<file path="src/core/cfl_pkg.sv">
// Package with constants for the configuration loader and bus cycle block
package cfl_pkg;
  // IO address of the external configuration latch
  localparam logic [15:0] CFG_IO_ADDR = 16'h8410;
  // Configuration word field positions
  localparam int CFG_PAGE_LO = 0;
  localparam int CFG_PROT_LO = 1;
  localparam int CFG_CONSOLE = 2;
  localparam int CFG_PAGE_MID = 3;
  localparam int CFG_IRQ_LEVEL = 4;
  localparam int CFG_PAGE_HI = 5;
  localparam int CFG_PARITY_ODD = 6;
  localparam int CFG_SELF_TEST = 7;
  localparam int CFG_ROM_PRESENT = 8;
  localparam int CFG_DMA_PRESENT = 9;
  localparam int CFG_BASIC_MODE = 10;
  localparam int CFG_EXPANSION = 11;
  localparam int CFG_PROT_MID = 12;
  localparam int CFG_PROT_HI = 13;
  // Reset values
  localparam logic [15:0] CFG_RESET = 16'h0000;
  // Fault register bit for a self-test failure
  localparam int FAULT_SELF_TEST = 13;
  // Pending interrupt level raised by any fault
  localparam int PEND_MACHINE_ERR = 1;
  // Failure bit positions in general register zero
  localparam int FAIL_BIT_LO = 7;
  localparam int FAIL_BIT_HI = 15;
  // Least length of a machine cycle in clock periods
  localparam logic [3:0] CYCLE_MIN_CLKS = 4'h2;
  // Cycle sequencer states
  typedef enum logic [5:0] {
    CFL_ST_IDLE = 6'h01,
    CFL_ST_EXT1 = 6'h02,
    CFL_ST_EXT2 = 6'h04,
    CFL_ST_INT1 = 6'h08,
    CFL_ST_INT2 = 6'h10,
    CFL_ST_WAIT = 6'h20
  } cfl_state_e;
  // Requested cycle types
  localparam logic [2:0] CYC_INTERNAL = 3'h0;
  localparam logic [2:0] CYC_FETCH = 3'h1;
  localparam logic [2:0] CYC_OP_READ = 3'h2;
  localparam logic [2:0] CYC_OP_WRITE = 3'h3;
  localparam logic [2:0] CYC_IO_READ = 3'h4;
  localparam logic [2:0] CYC_IO_WRITE = 3'h5;
endpackage : cfl_pkg

</file>
<file path="src/core/cfl_core.sv">
// Configuration load, self-test reporting and machine cycle signalling
`timescale 1ns/1ps

// Function
// - Latch output enable low on config read
// - Bit4 interrupt sensitivity, bit2 console enable
// - Bit6 parity sense, bit7 power-up self-test
// - Bit10 selects basic or extended mode
// - Bit8 start-up ROM, bit9 DMA present
// - Bit11 expansion; bits 14-15 reserved
// - Copy latch on init and no-op/breakpoint
// - Software config read leaves internal copy
// - Page bank code decoded to bank count
// - Pass output high when tests pass/skipped
// - Failure sets R0 bit, fault bit 13
// - R0 failure bit per failed routine, 7-15
// - Fault sets level 1 pending bit only
// - Clear captured interrupts/faults before execution
// - Internal cycles two clocks; external extendable
// - Requests accepted only at cycle end
// - Strobes only in external cycles
// - IO cycles: operand line high, memory/IO low
// - Branch refills pipeline with two fetches
// - Memory/IO select low for IO space
// - Internal IO commands handled; others validated
// - Init reads config word with enable low
module cfl_core (
  // Clock and reset
  input wire logic clk_i,
  input wire logic rst_i,
  // Cycle requests from the sequencer
  input wire logic cyc_req_i,
  input wire logic [2:0] cyc_type_i,
  input wire logic [15:0] cyc_addr_i,
  input wire logic cmd_internal_i,
  input wire logic cmd_legal_i,
  input wire logic noop_breakpoint_instr_i,
  input wire logic branch_taken_i,
  input wire logic init_done_i,
  input wire logic [8:0] self_test_fail_i,
  input wire logic irq_pending_i,
  // Bus pins
  input wire logic ready_pin_i,
  input wire logic [15:0] data_pin_i,
  output logic read_strobe_n_o,
  output logic write_strobe_n_o,
  output logic data_strobe_n_o,
  output logic address_strobe_o,
  output logic operand_line_o,
  output logic memory_io_line_o,
  output logic transfer_direction_o,
  output logic config_output_enable_n_o,
  output logic [15:0] addr_pin_o,
  // Results
  output logic cyc_done_o,
  output logic [15:0] io_rdata_o,
  output logic io_illegal_o,
  output logic irq_accept_o,
  output logic refill_fetch_o,
  output logic [15:0] system_configuration_word_o,
  output logic [4:0] page_bank_count_o,
  output logic self_test_pass_out_o,
  output logic [15:0] general_reg_zero_o,
  output logic [15:0] fault_register_o,
  output logic [15:0] pending_irq_register_o
);

  // Synchronised pins
  logic rdy_s1_reg, rdy_s2_reg;
  logic [15:0] dat_s1_reg, dat_s2_reg;
  // Cycle sequencing state
  cfl_pkg::cfl_state_e st_reg, st_next;
  logic [2:0] typ_reg, typ_next;
  logic [15:0] adr_reg, adr_next;
  logic cfg_rd_reg, cfg_rd_next;
  logic boot_reg, boot_next;
  logic [1:0] refill_reg, refill_next;
  // Output registers
  logic rd_n_reg, rd_n_next, wr_n_reg, wr_n_next, ds_n_reg, ds_n_next, as_reg, as_next;
  logic op_reg, op_next, mio_reg, mio_next, dir_reg, dir_next, oe_n_reg, oe_n_next;
  logic done_reg, done_next, ill_reg, ill_next, acc_reg, acc_next;
  logic [15:0] rdata_reg, rdata_next;
  // Configuration and test state
  logic [15:0] cfg_reg, cfg_next;
  logic [15:0] latch_reg, latch_next;
  logic load_pend_reg, load_pend_next;
  logic [4:0] banks_reg, banks_next;
  logic pass_reg, pass_next;
  logic [15:0] r0_reg, r0_next, ft_reg, ft_next, pi_reg, pi_next;
  logic is_io, is_ext, is_cfg;
  logic fetch_flag_reg; // Refill pending, registered so the pin comes from a flop

  // Two flops for the asynchronous pin inputs
  always_ff @(posedge clk_i) begin
    rdy_s1_reg <= ready_pin_i;
    rdy_s2_reg <= rdy_s1_reg;
    dat_s1_reg <= data_pin_i;
    dat_s2_reg <= dat_s1_reg;
  end

  // Decode of the requested cycle
  always_comb begin
    is_io = (cyc_type_i == cfl_pkg::CYC_IO_READ) || (cyc_type_i == cfl_pkg::CYC_IO_WRITE);
    is_cfg = (cyc_type_i == cfl_pkg::CYC_IO_READ) && (cyc_addr_i == cfl_pkg::CFG_IO_ADDR);
    // Internally decoded IO other than the latch read is not put on the bus
    is_ext = (cyc_type_i != cfl_pkg::CYC_INTERNAL) && !(is_io && cmd_internal_i && !is_cfg);
  end

  // Cycle sequencer next state
  always_comb begin
    st_next = st_reg;
    typ_next = typ_reg;
    adr_next = adr_reg;
    cfg_rd_next = cfg_rd_reg;
    boot_next = boot_reg;
    refill_next = refill_reg;
    rd_n_next = 1'b1;
    wr_n_next = 1'b1;
    ds_n_next = 1'b1;
    as_next = 1'b0;
    op_next = op_reg;
    mio_next = mio_reg;
    dir_next = dir_reg;
    oe_n_next = 1'b1;
    done_next = 1'b0;
    ill_next = 1'b0;
    acc_next = 1'b0;
    rdata_next = rdata_reg;
    if (branch_taken_i) begin
      refill_next = 2'h2;
    end
    unique case (st_reg)
      cfl_pkg::CFL_ST_IDLE: begin
        if (boot_reg) begin
          // First action after reset: fetch the configuration word
          boot_next = 1'b0;
          typ_next = cfl_pkg::CYC_IO_READ;
          adr_next = cfl_pkg::CFG_IO_ADDR;
          cfg_rd_next = 1'b1;
          op_next = 1'b1;
          mio_next = 1'b0;
          dir_next = 1'b1;
          as_next = 1'b1;
          st_next = cfl_pkg::CFL_ST_EXT1;
        end else if (refill_reg != 2'h0) begin
          // Two back-to-back fetches from the new location
          typ_next = cfl_pkg::CYC_FETCH;
          refill_next = refill_reg - 2'h1;
          op_next = 1'b0;
          mio_next = 1'b1;
          dir_next = 1'b1;
          as_next = 1'b1;
          st_next = cfl_pkg::CFL_ST_EXT1;
        end else if (cyc_req_i) begin
          typ_next = cyc_type_i;
          adr_next = cyc_addr_i;
          cfg_rd_next = is_cfg;
          if (is_io && !cmd_internal_i && !cmd_legal_i) begin
            // Illegal command never reaches the bus
            ill_next = 1'b1;
            done_next = 1'b1;
          end else if (is_ext) begin
            op_next = (cyc_type_i != cfl_pkg::CYC_FETCH);
            mio_next = !is_io;
            dir_next = (cyc_type_i != cfl_pkg::CYC_OP_WRITE)
                       && (cyc_type_i != cfl_pkg::CYC_IO_WRITE);
            as_next = 1'b1;
            st_next = cfl_pkg::CFL_ST_EXT1;
          end else begin
            // Internal cycle: no strobes, fixed two clocks
            op_next = 1'b0;
            mio_next = 1'b1;
            dir_next = 1'b1;
            st_next = cfl_pkg::CFL_ST_INT1;
          end
        end
      end
      cfl_pkg::CFL_ST_EXT1: begin
        // Data phase strobes; latch enable follows the read strobe
        rd_n_next = !dir_reg;
        wr_n_next = dir_reg;
        ds_n_next = 1'b0;
        oe_n_next = !cfg_rd_reg;
        st_next = cfl_pkg::CFL_ST_EXT2;
      end
      cfl_pkg::CFL_ST_EXT2: begin
        if (rdy_s2_reg) begin
          rdata_next = dat_s2_reg;
          done_next = 1'b1;
          acc_next = irq_pending_i;
          st_next = cfl_pkg::CFL_ST_IDLE;
        end else begin
          // Wait states stretch the cycle
          rd_n_next = !dir_reg;
          wr_n_next = dir_reg;
          ds_n_next = 1'b0;
          oe_n_next = !cfg_rd_reg;
          st_next = cfl_pkg::CFL_ST_WAIT;
        end
      end
      cfl_pkg::CFL_ST_WAIT: begin
        rd_n_next = !dir_reg;
        wr_n_next = dir_reg;
        ds_n_next = 1'b0;
        oe_n_next = !cfg_rd_reg;
        st_next = cfl_pkg::CFL_ST_EXT2;
      end
      cfl_pkg::CFL_ST_INT1: begin
        st_next = cfl_pkg::CFL_ST_INT2;
      end
      cfl_pkg::CFL_ST_INT2: begin
        done_next = 1'b1;
        acc_next = irq_pending_i;
        st_next = cfl_pkg::CFL_ST_IDLE;
      end
      default: begin
        st_next = cfl_pkg::CFL_ST_IDLE;
      end
    endcase
  end

  // Cycle sequencer registers
  always_ff @(posedge clk_i) begin
    if (rst_i) begin
      st_reg <= cfl_pkg::CFL_ST_IDLE;
      typ_reg <= cfl_pkg::CYC_INTERNAL;
      adr_reg <= 16'h0000;
      cfg_rd_reg <= 1'b0;
      boot_reg <= 1'b1;
      refill_reg <= 2'h0;
      fetch_flag_reg <= 1'b0;
      rd_n_reg <= 1'b1;
      wr_n_reg <= 1'b1;
      ds_n_reg <= 1'b1;
      as_reg <= 1'b0;
      op_reg <= 1'b0;
      mio_reg <= 1'b1;
      dir_reg <= 1'b1;
      oe_n_reg <= 1'b1;
      done_reg <= 1'b0;
      ill_reg <= 1'b0;
      acc_reg <= 1'b0;
      rdata_reg <= 16'h0000;
    end else begin
      st_reg <= st_next;
      typ_reg <= typ_next;
      adr_reg <= adr_next;
      cfg_rd_reg <= cfg_rd_next;
      boot_reg <= boot_next;
      refill_reg <= refill_next;
      fetch_flag_reg <= (refill_next != 2'h0);
      rd_n_reg <= rd_n_next;
      wr_n_reg <= wr_n_next;
      ds_n_reg <= ds_n_next;
      as_reg <= as_next;
      op_reg <= op_next;
      mio_reg <= mio_next;
      dir_reg <= dir_next;
      oe_n_reg <= oe_n_next;
      done_reg <= done_next;
      ill_reg <= ill_next;
      acc_reg <= acc_next;
      rdata_reg <= rdata_next;
    end
  end

  // Configuration copy, bank decode and self-test results
  always_comb begin
    latch_next = latch_reg;
    cfg_next = cfg_reg;
    load_pend_next = load_pend_reg;
    r0_next = r0_reg;
    ft_next = ft_reg;
    pi_next = pi_reg;
    pass_next = pass_reg;
    if (noop_breakpoint_instr_i) begin
      load_pend_next = 1'b1;
    end
    if (st_reg == cfl_pkg::CFL_ST_EXT2 && rdy_s2_reg && cfg_rd_reg) begin
      // Software reads only return the word; only boot/no-op update the copy
      latch_next = dat_s2_reg;
      if (load_pend_reg) begin
        cfg_next = dat_s2_reg;
        load_pend_next = noop_breakpoint_instr_i;
      end
    end
    unique case ({cfg_reg[cfl_pkg::CFG_PAGE_HI], cfg_reg[cfl_pkg::CFG_PAGE_MID],
                  cfg_reg[cfl_pkg::CFG_PAGE_LO]})
      3'h0: banks_next = 5'h00;
      3'h1: banks_next = 5'h01;
      3'h2: banks_next = 5'h02;
      3'h3: banks_next = 5'h04;
      3'h4: banks_next = 5'h08;
      default: banks_next = 5'h10;
    endcase
    if (init_done_i) begin
      // Self-test skipped or clean counts as a pass
      if (!cfg_reg[cfl_pkg::CFG_SELF_TEST] || self_test_fail_i == 9'h000) begin
        pass_next = 1'b1;
      end else begin
        r0_next[cfl_pkg::FAIL_BIT_HI:cfl_pkg::FAIL_BIT_LO] = self_test_fail_i;
        ft_next = 16'h0000;
        ft_next[cfl_pkg::FAULT_SELF_TEST] = 1'b1;
        pass_next = 1'b0;
      end
      // Events caught during the test are discarded; only the test fault survives
      pi_next = 16'h0000;
      pi_next[cfl_pkg::PEND_MACHINE_ERR] = (ft_next != 16'h0000);
    end
  end

  // Configuration and test registers
  always_ff @(posedge clk_i) begin
    if (rst_i) begin
      latch_reg <= cfl_pkg::CFG_RESET;
      cfg_reg <= cfl_pkg::CFG_RESET;
      load_pend_reg <= 1'b1;
      banks_reg <= 5'h00;
      r0_reg <= 16'h0000;
      ft_reg <= 16'h0000;
      pi_reg <= 16'h0000;
      pass_reg <= 1'b0;
    end else begin
      latch_reg <= latch_next;
      cfg_reg <= cfg_next;
      load_pend_reg <= load_pend_next;
      banks_reg <= banks_next;
      r0_reg <= r0_next;
      ft_reg <= ft_next;
      pi_reg <= pi_next;
      pass_reg <= pass_next;
    end
  end

  // Output wiring, all from flops
  assign read_strobe_n_o = rd_n_reg;
  assign write_strobe_n_o = wr_n_reg;
  assign data_strobe_n_o = ds_n_reg;
  assign address_strobe_o = as_reg;
  assign operand_line_o = op_reg;
  assign memory_io_line_o = mio_reg;
  assign transfer_direction_o = dir_reg;
  assign config_output_enable_n_o = oe_n_reg;
  assign addr_pin_o = adr_reg;
  assign cyc_done_o = done_reg;
  assign io_rdata_o = rdata_reg;
  assign io_illegal_o = ill_reg;
  assign irq_accept_o = acc_reg;
  assign refill_fetch_o = fetch_flag_reg;
  assign system_configuration_word_o = cfg_reg;
  assign page_bank_count_o = banks_reg;
  assign self_test_pass_out_o = pass_reg;
  assign general_reg_zero_o = r0_reg;
  assign fault_register_o = ft_reg;
  assign pending_irq_register_o = pi_reg;

  // Checks
  chk_oe_only_cfg: assert property (@(posedge clk_i) disable iff (rst_i)
    !config_output_enable_n_o |-> cfg_rd_reg && !read_strobe_n_o)
    else $error("latch enable outside config read");
  chk_no_int_strobe: assert property (@(posedge clk_i) disable iff (rst_i)
    (st_reg == cfl_pkg::CFL_ST_INT2) |-> read_strobe_n_o && write_strobe_n_o && data_strobe_n_o)
    else $error("strobe in internal cycle");
  chk_int_two_clk: assert property (@(posedge clk_i) disable iff (rst_i)
    (st_reg == cfl_pkg::CFL_ST_INT1) |=> (st_reg == cfl_pkg::CFL_ST_INT2) ##1 cyc_done_o)
    else $error("internal cycle not two clocks");
  chk_io_lines: assert property (@(posedge clk_i) disable iff (rst_i)
    !data_strobe_n_o && !memory_io_line_o |-> operand_line_o)
    else $error("IO cycle operand line low");
  chk_accept_end: assert property (@(posedge clk_i) disable iff (rst_i)
    irq_accept_o |-> cyc_done_o) else $error("request taken mid cycle");
  chk_pass_excl: assert property (@(posedge clk_i) disable iff (rst_i)
    self_test_pass_out_o |-> !fault_register_o[cfl_pkg::FAULT_SELF_TEST])
    else $error("pass with fault");
  chk_pend_fault: assert property (@(posedge clk_i) disable iff (rst_i)
    $rose(fault_register_o[cfl_pkg::FAULT_SELF_TEST]) |-> pending_irq_register_o[1])
    else $error("fault without pending");
  chk_cfg_stable: assert property (@(posedge clk_i) disable iff (rst_i)
    !load_pend_reg |=> $stable(system_configuration_word_o))
    else $error("config copy changed");
endmodule : cfl_core

</file>
<file path="config.mk">
export PLATFORM = sky130hd
export DESIGN_NAME = cfl_core
export DESIGN_NICKNAME = d
export VERILOG_FILES = /design/src/core/cfl_pkg.sv /design/src/core/cfl_core.sv
export SDC_FILE = /design/constraint.sdc
export NUM_CORES = 1
export LEC_CHECK = 0
export ABC_AREA = 1
export BUFFER_PORTS_ARGS = -buffer_cell sky130_fd_sc_hd__buf_2
export CAP_MARGIN = 10
export CORE_UTILIZATION = 35
export CTS_BUF_LIST = sky130_fd_sc_hd__clkbuf_4
export DETAILED_ROUTE_END_ITERATION = 8
export GPL_TIMING_DRIVEN = 0
export PLACE_DENSITY = 0.6
export SETUP_SLACK_MARGIN = 0.2
export SYNTH_ARGS = -nofsm -noshare
export SYNTH_HDL_FRONTEND = slang
export SYNTH_SLANG_ARGS = --single-unit
export TNS_END_PERCENT = 50
</file>
<file path="constraint.sdc">
create_clock -name clk_i -period 1.97 [get_ports clk_i]
set_clock_uncertainty 0.15 [all_clocks]
set_input_delay 0.4925 -clock clk_i [delete_from_list [all_inputs] [get_ports clk_i]]
set_output_delay 0.4925 -clock clk_i [all_outputs]
set_load 0.05 [all_outputs]
</file>
Yosys cells after proc, flatten, opt, wreduce, memory -nomap -nowiden. Index checks and enable logic that the tools add are counted.

Input port bits: 54. Word-level logic and storage cells: 146. Bits in registers: 137. Output and inout bits: 114.

Reductions and logical operators: 35. Eq/ne operators: 20. Bitwise gates (word level): 2. Add/sub/neg operators: 1. Multiplexer cells: 59.

Operator list (count): $mux 16 (5); $mux 1 (36); $mux 6 (5); $pmux 5 s5 (1); $pmux 6 s4 (1); $eq 16x16->1 const B (1); $reduce_bool 16->1 (1); $pmux 1 s2 (5); $eq 3x3->1 const B (3); $logic_and 1x1->1 (9); $logic_not 9->1 (1); $logic_not 1->1 (8); $mux 2 (4); $ne 4x4->1 const B (2); $reduce_and 2->1 (4); $eq 3x2->1 const B (2); $eq 6x1->1 const B (1); $eq 6x2->1 const B (1); $eq 6x3->1 const B (1); $eq 6x4->1 const B (1); $eq 6x5->1 const B (1); $eq 6x6->1 const B (1); $ne 3x3->1 const B (2); $reduce_and 3->1 (2); 13 further kinds (19).

Logic depth before layout (Yosys ltp). Gate-level depths: netlist of the first run.

Depth in word-level cells: 12. Depth in mapped cells: 10. Mapped depth without buffers: 10.

Worst setup path before layout of the first run. Ideal clock, no wire load.

Kind: input -> register. From: in self_test_fail_i[6]. To: reg r0_reg[15] (netlist: general_reg_zero_o[15]). Buffers on the path: 1. Data required time: 1750 ps. Arrival: 1411 ps. Path slack: 338 ps. Stages: 6. Cell sequence: nor3_1 -> nand4_2 -> nand2_1 -> buf_2 -> nand2_1 -> a21oi_1.

Longest elaborated chain between the ends: 4.

Ends and longest elaborated chain: start, declared (RTL line cfl_core.sv:40) `input wire logic [8:0] self_test_fail_i,`; $logic_not 9->1 (RTL line cfl_core.sv:298) `if (!cfg_reg[cfl_pkg::CFG_SELF_TEST] || self_test_fail_i == 9'h000) begin`; $logic_or 1x1->1 (RTL line cfl_core.sv:298); $not 1->1 (no source line); $reduce_and 2->1 (no source line); end signal, assigned (RTL line cfl_core.sv:328) `r0_reg <= r0_next;`; end, declared (RTL line cfl_core.sv:89) `logic [15:0] r0_reg, r0_next, ft_reg, ft_next, pi_reg, pi_next;`.

Every way passes these cells. A chain may end at the register's enable or synchronous reset.

==> run summary, run 1 <==
average wire per standard cell: 12.8 µm
largest net degree at the start of global routing: 17
drt drc: 0
sequential element share of the synthesized area: 0.583
max-slew violations: 0
register bit total from synthesis: 137
Placed Cells: 900
Worst Path Max Fanout: 10
Crit path arrival time: 2.10 ns
via count: 4,256
DRT antenna net count: 0
port buffer count: 144
crit path launch type: primary input
Syn-to-layout area delta: 48.2%
number of antenna violations at the first check in global routing: 0
Slew headroom: 0.607
area post-placement: 0.00573 mm²
first-pass GRT wire length: 19,500 µm
highest cell delay on the worst timing path: 0.48 ns
XOR/XNOR share of the synthesized area: 0
Max Clk Rate: 551 MHz
Crit-path slowest cell: clkinv_1
Crit Path Class: primary input to flip-flop
Max rail drop VDD: 584 µV
# diodes: 0
Syn. warnings: 0
Inserted Clock Buffers: 17
WL final: 12,300 µm
Iteration-0 DRC Markers: 142
CP bufs+invs: 3
Worst R2R Path Depth: 8
TritonCTS clock tree: done
MaxCap Viol Count: 0
period utilisation layout: 0.921
H-tree Lvls: 4
vias in the first global route: 4,130
GP Congestion: 0.792
Synth Area in Simple Gates: 0.239
clock tree buffer depth: 2
fin cells: 965
chip height: 118 µm
fillers: 1,268
Synth top area share: 0.583
power density cells: 941 mW/mm²
min Tclk post-route: 1.81 ns
final hold violations: 0
hold depth: 3
DR pass1 iterations: 5
mux cell area share after synthesis: 0
required time of the critical path: 2.25 ns
combinational family with the most area after synthesis: simple AND/OR/NAND/NOR gates
WP depth: 5
Worst-Margin Slew: 0.589 ns
CTS Sinks: 137
post-synthesis cell count: 559
Leak: 3.17 nW
Synth Area in Adders: 0
synthesized area: 0.00471 mm²
Finished Cell Area: 0.00698 mm²
RSZ-0062 raised after global routing: yes
clock latency on the worst-skew pair: 0.54 ns
grt total ovfl: 0
Tot GR Track Use: 0.179
fraction of layout cells with a size suffix above 1: 0.360
Synth Area per Inst: 8.42 µm²
area leader, netlist: dfxtp_1
family with the most delay on the worst path: buffers and inverters
core area: 0.0132 mm²
Post-DP HPWL: 8640 µm
status: finished, final reports clean
Clock transition at path regs: 0.12 ns
register area: 0.00282 mm²
CTS Root Cell: clkbuf_4
# IOs: 168
Die ar.: 0.0139 mm²
nets: 830
Die X: 118 µm
final setup fails: 0
vias per cell: 4.41
cells taking the most area after synthesis: dfxtp_1 58%, nand2_1 8.1%, nor2_1 7.3%
# rows: 42
CP most frequent cell: clkbuf_1
Starting Density: 0.357
multi-input logic area: 0.00163 mm²
worst hold path type: primary input to flip-flop
synth unique cells: 27
CP Capture Type: flip-flop
complex-gate fraction of the synthesized area: 0.0808
cells along the critical path: clkbuf_1, clkinv_1, clkbuf_1, nand2_1, o21ai_0
-- layout make-up --
| type | instances | share of cell area |
|---|---|---|
| sequential | 137 | 0.404 |
| tap | 176 | 0.0316 |
| clock inverter | 15 | 0.0287 |
| buffer | 42 | 0.0382 |
| multi-input combinational | 349 | 0.233 |
| clock buffer | 17 | 0.0183 |
| inverter | 52 | 0.0289 |
| timing repair buffer | 177 | 0.218 |
-- what timing repair did --
item | CTS | global route
pin swaps | 0 | 3
setup endpoints to repair | 97 | 120
hold endpoints to repair | 25 | 0
resized for setup | 173 | 75
buffers inserted | 2 | 6
hold buffers | 25 | 0
-- cell usage in the layout, fill, tap and decap left out, types with 27 or more instances in the layout --
master	netlist	layout
nand2_1	102	102
nor2_1	91	87
dfxtp_1	137	84
buf_4	24	61
buf_6	1	60
buf_2	5	56
dfxtp_2	0	50
inv_1	49	49
a21oi_1	46	45
o21ai_0	27	27
-- worst paths after layout --
kind                  start              to  slack (ns)
min reg2reg  dat_s1_reg[15]  dat_s2_reg[15]        0.19
max                   rst_i      cyc_done_o        0.16
min          cyc_addr_i[11]  addr_pin_o[11]        0.05
max reg2reg       st_reg[4]   addr_pin_o[8]        0.31
-- synth_stat cells --
cell	count
inv_1	49
buf_4	24
nor4_1	1
buf_2	5
nand4_2	2
clkinv_1	2
nand3_2	1
inv_2	1
conb_1	1
o21ai_0	27
a211oi_1	1
buf_6	1
nand3b_1	2
nor3_1	5
nand2_2	1
nand2_1	102
nor2_8	1
dfxtp_1	137
nand4_1	20
nand3_1	21
a21oi_1	46
nand2_4	1
clkbuf_1	12
nand3_4	1
nor2_1	91
nor2_4	3
o31ai_1	1
-- tightest hold or removal path: stages --
cell,delay (ns)
buf_2,0.10
nand2_1,0.06
a21oi_1,0.05
-- metrics by stage --
stage / setup slack [ns] / TNS, ns / utilization / hold WS (ns) / power, W
floorplan: 0.338 / 0 / - / 0.160 / 0.00400
finish: 0.156 / 0 / 0.529 / 0.0483 / 0.00657
global placement: -0.274 / -3.57 / 0.434 / 0.162 / 0.00428
CTS: 0.139 / 0 / 0.513 / 0.0000362 / 0.00653
global route: 0.110 / 0 / 0.529 / 0.0164 / 0.00687
detailed placement: -0.294 / -4.72 / 0.434 / 0.162 / 0.00430
-- where the power goes --
group | internal (W) | total (W) | leakage [nW] | switching [W]
clock network | 0.00101 | 0.00206 | 0.156 | 0.00105
logic | 0.000494 | 0.00143 | 1.87 | 0.000941
registers | 0.00295 | 0.00307 | 1.15 | 0.000128
-- logic make-up after synthesis --
| kind of cell | count (synthesis) |
|---|---|
| other | 1 |
| DFF | 137 |
| and+or+nand+nor | 252 |
| AOI/OAI and AO/OA | 75 |
| buffers and inverters | 94 |
-- metal layers --
layer  GRT usage  vias to the layer above  share of wire
met2       0.298                      145           0.48
met5           0                        -              0
met3      0.0562                       33          0.056
li1            -                     2180              -
met1       0.207                     1898           0.44
met4      0.0913                        0          0.029
No activity file was read; power rests on OpenSTA's default activity.
==> run 2: changes to the inputs <==
clock period = 2.3 ns   (was 1.97 ns; I/O delays follow)
==> run 2 against run 1 <==
Hold slack gained 0.035 ns. Cell area fell by 11%. Setup slack gained 0.17 ns. Largest power group unchanged. Highest routed layer unchanged.
==> run summary, run 2 (synthesized netlist as in run 1, its figures left out) <==
RSZ-0062 raised after global routing: no
Sequential Power Share: 0.480 (+0.012)
Crit-path slowest cell: dfxtp_1
WP depth: 1 (-4)
most frequent cells in the layout: 149 x buf_2, 137 x dfxtp_1, 102 x nand2_1
vias per cell: 4.34 (-1.5%)
min Tclk post-route: 1.97 ns
required time of the critical path: 1.57 ns (-0.68 ns)
Min Hold Slack: 0.0837 ns (+0.0354 ns)
# diodes: 0 (unchanged)
Final Util: 0.472 (-0.0570)
max-slew violations: 0 (unchanged)
number of antenna violations at the first check in global routing: 0 (unchanged)
Worst Path Max Fanout: 4 (-6)
Slew headroom: 0.632 (+0.0248)
cells along the critical path: buf_2
Die X: 118 µm (unchanged)
Die ar.: 0.0139 mm² (unchanged)
first-pass GRT wire length: 18,900 µm (-3.0%)
CTS Root Cell: clkbuf_4
DRT antenna net count: 0 (unchanged)
final hold violations: 0 (unchanged)
Crit path arrival time: 1.25 ns (-0.85 ns)
largest net degree at the start of global routing: 17 (unchanged)
Worst-Margin Slew: 0.552 ns (-0.0371 ns)
fraction of layout cells with a size suffix above 1: 0.278 (-0.0818)
average wire per standard cell: 12.2 µm (-4.0%)
fin cells: 949 (-1.7%)
most common cell after layout, fill and taps aside: buf_2
WL final: 11,600 µm (-5.6%)
CP bufs+invs: 1 (-2)
clock latency on the worst-skew pair: 0.54 ns (about the same)
Post-CTS Hold Buffers: 17 (-32%)
Max rail drop VDD: 489 µV (-16%)
Worst R2R Path Depth: 8 (unchanged)
power density cells: 869 mW/mm² (-7.7%)
Total Power: 0.00541 W (-18%)
highest cell delay on the worst timing path: 0.42 ns (-0.06 ns)
Post-DP HPWL: 8640 µm (unchanged)
Worst setup endpoint: transfer_direction_o
Inserted Clock Buffers: 17 (unchanged)
core area: 0.0132 mm² (unchanged)
chip height: 118 µm (unchanged)
Max Clk Rate: 507 MHz
GP Congestion: 0.792 (unchanged)
launch point of the worst path: transfer_direction_o
CTS Sinks: 137 (unchanged)
H-tree Lvls: 4 (unchanged)
Crit Path Class: flip-flop to output pin
drt drc: 0 (unchanged)
period utilisation layout: 0.857
status: finished, final reports clean
DR pass1 iterations: 5 (unchanged)
FF-to-FF setup slack: 0.49 ns (+0.18 ns)
Clock transition at path regs: 0.12 ns (about the same)
FF-to-FF End: address_strobe_o
nets: 814 (-1.9%)
Syn-to-layout area delta: 32.2%
grt total ovfl: 0 (unchanged)
port buffer count: 144 (unchanged)
TritonCTS clock tree: done
Leak: 3.01 nW (-5.0%)
via count: 4,121 (-3.2%)
clock power share: 0.325 (+0.011)
Comb pwr share: 0.194 (-0.024)
crit path launch type: flip-flop
# rows: 42 (unchanged)
worst hold path type: primary input to flip-flop
# IOs: 168 (unchanged)
Starting Density: 0.357 (unchanged)
Int Power: 0.00366 W (-18%)
worst r2r src: refill_reg[1]
switching share of total power: 0.324 (+0.00105)
P_sw: 0.00175 W (-17%)
MaxCap Viol Count: 0 (unchanged)
setup TNS: 0 ns (unchanged)
Post CTS Setup Buffer Count: 0 (-2)
vias in the first global route: 3,997 (-3.2%)
Tot GR Track Use: 0.174 (-0.00560)
Placed Cells: 900 (unchanged)
family with the most delay on the worst path: flip-flops
final setup fails: 0 (unchanged)
clock tree buffer depth: 2 (unchanged)
CP Capture Type: output pin
Iteration-0 DRC Markers: 129 (-9.2%)
Resize count post-CTS: 0 (-100%)
==> run 2: cell types whose count changed in the layout (fill, tap and decap cells not counted), sizes merged <==
cell         change
buf              -8
clkinv           +1
clkinvlp         -1
dlygate4sd3      -8
==> run 2: worst min path at each step <==
stage                     end  slack [ns]  cells past startpoint                    start
4_1_cts         load_pend_reg        0.02                      3  noop_breakpoint_instr_i
6_report        load_pend_reg        0.08                      3  noop_breakpoint_instr_i
3_5_place_dp   dat_s2_reg[14]        0.16                      0           dat_s1_reg[14]
2_1_floorplan   dat_s2_reg[0]        0.16                      0            dat_s1_reg[0]
5_1_grt         load_pend_reg        0.04                      3  noop_breakpoint_instr_i
3_3_place_gp    dat_s2_reg[6]        0.16                      0            dat_s1_reg[6]
==> run 2: routing by layer <==
layer  global-route usage  routed length, µm  up-vias
met2                0.288               5460      121
met5                    0                  0        -
met4               0.0817                273        0
met1                0.203               5230     1829
li1                     -                  -     2148
met3               0.0547                657       23
==> run 2: layout make-up <==
cell class                 count  area [µm²]
buffer                        42         262
clock buffer                  17         128
clock inverter                15         200
fill                        1343        6960
inverter                      52         195
multi-input combinational    349        1590
sequential                   137        2740
tap                          176         220
timing repair buffer         161         891
==> run 2: power groups by stage <==
stage                     Sequential, W  Clock (W)  Combinational (W)
after floorplan                 0.00292          0           0.000501
after global placement          0.00265          0            0.00102
after detailed placement        0.00265          0            0.00103
after CTS                       0.00260    0.00182            0.00106
after global routing            0.00262    0.00192            0.00113
final                           0.00260    0.00176            0.00105
==> run 2: through the flow <==
step	cell area [µm²]	worst slack [ns]
6_report	6230	0.329
5_1_grt	6230	0.251
4_1_cts	6230	0.276
3_5_place_dp	5730	-0.0462
3_3_place_gp	5730	-0.0260
2_1_floorplan	4790	0.586
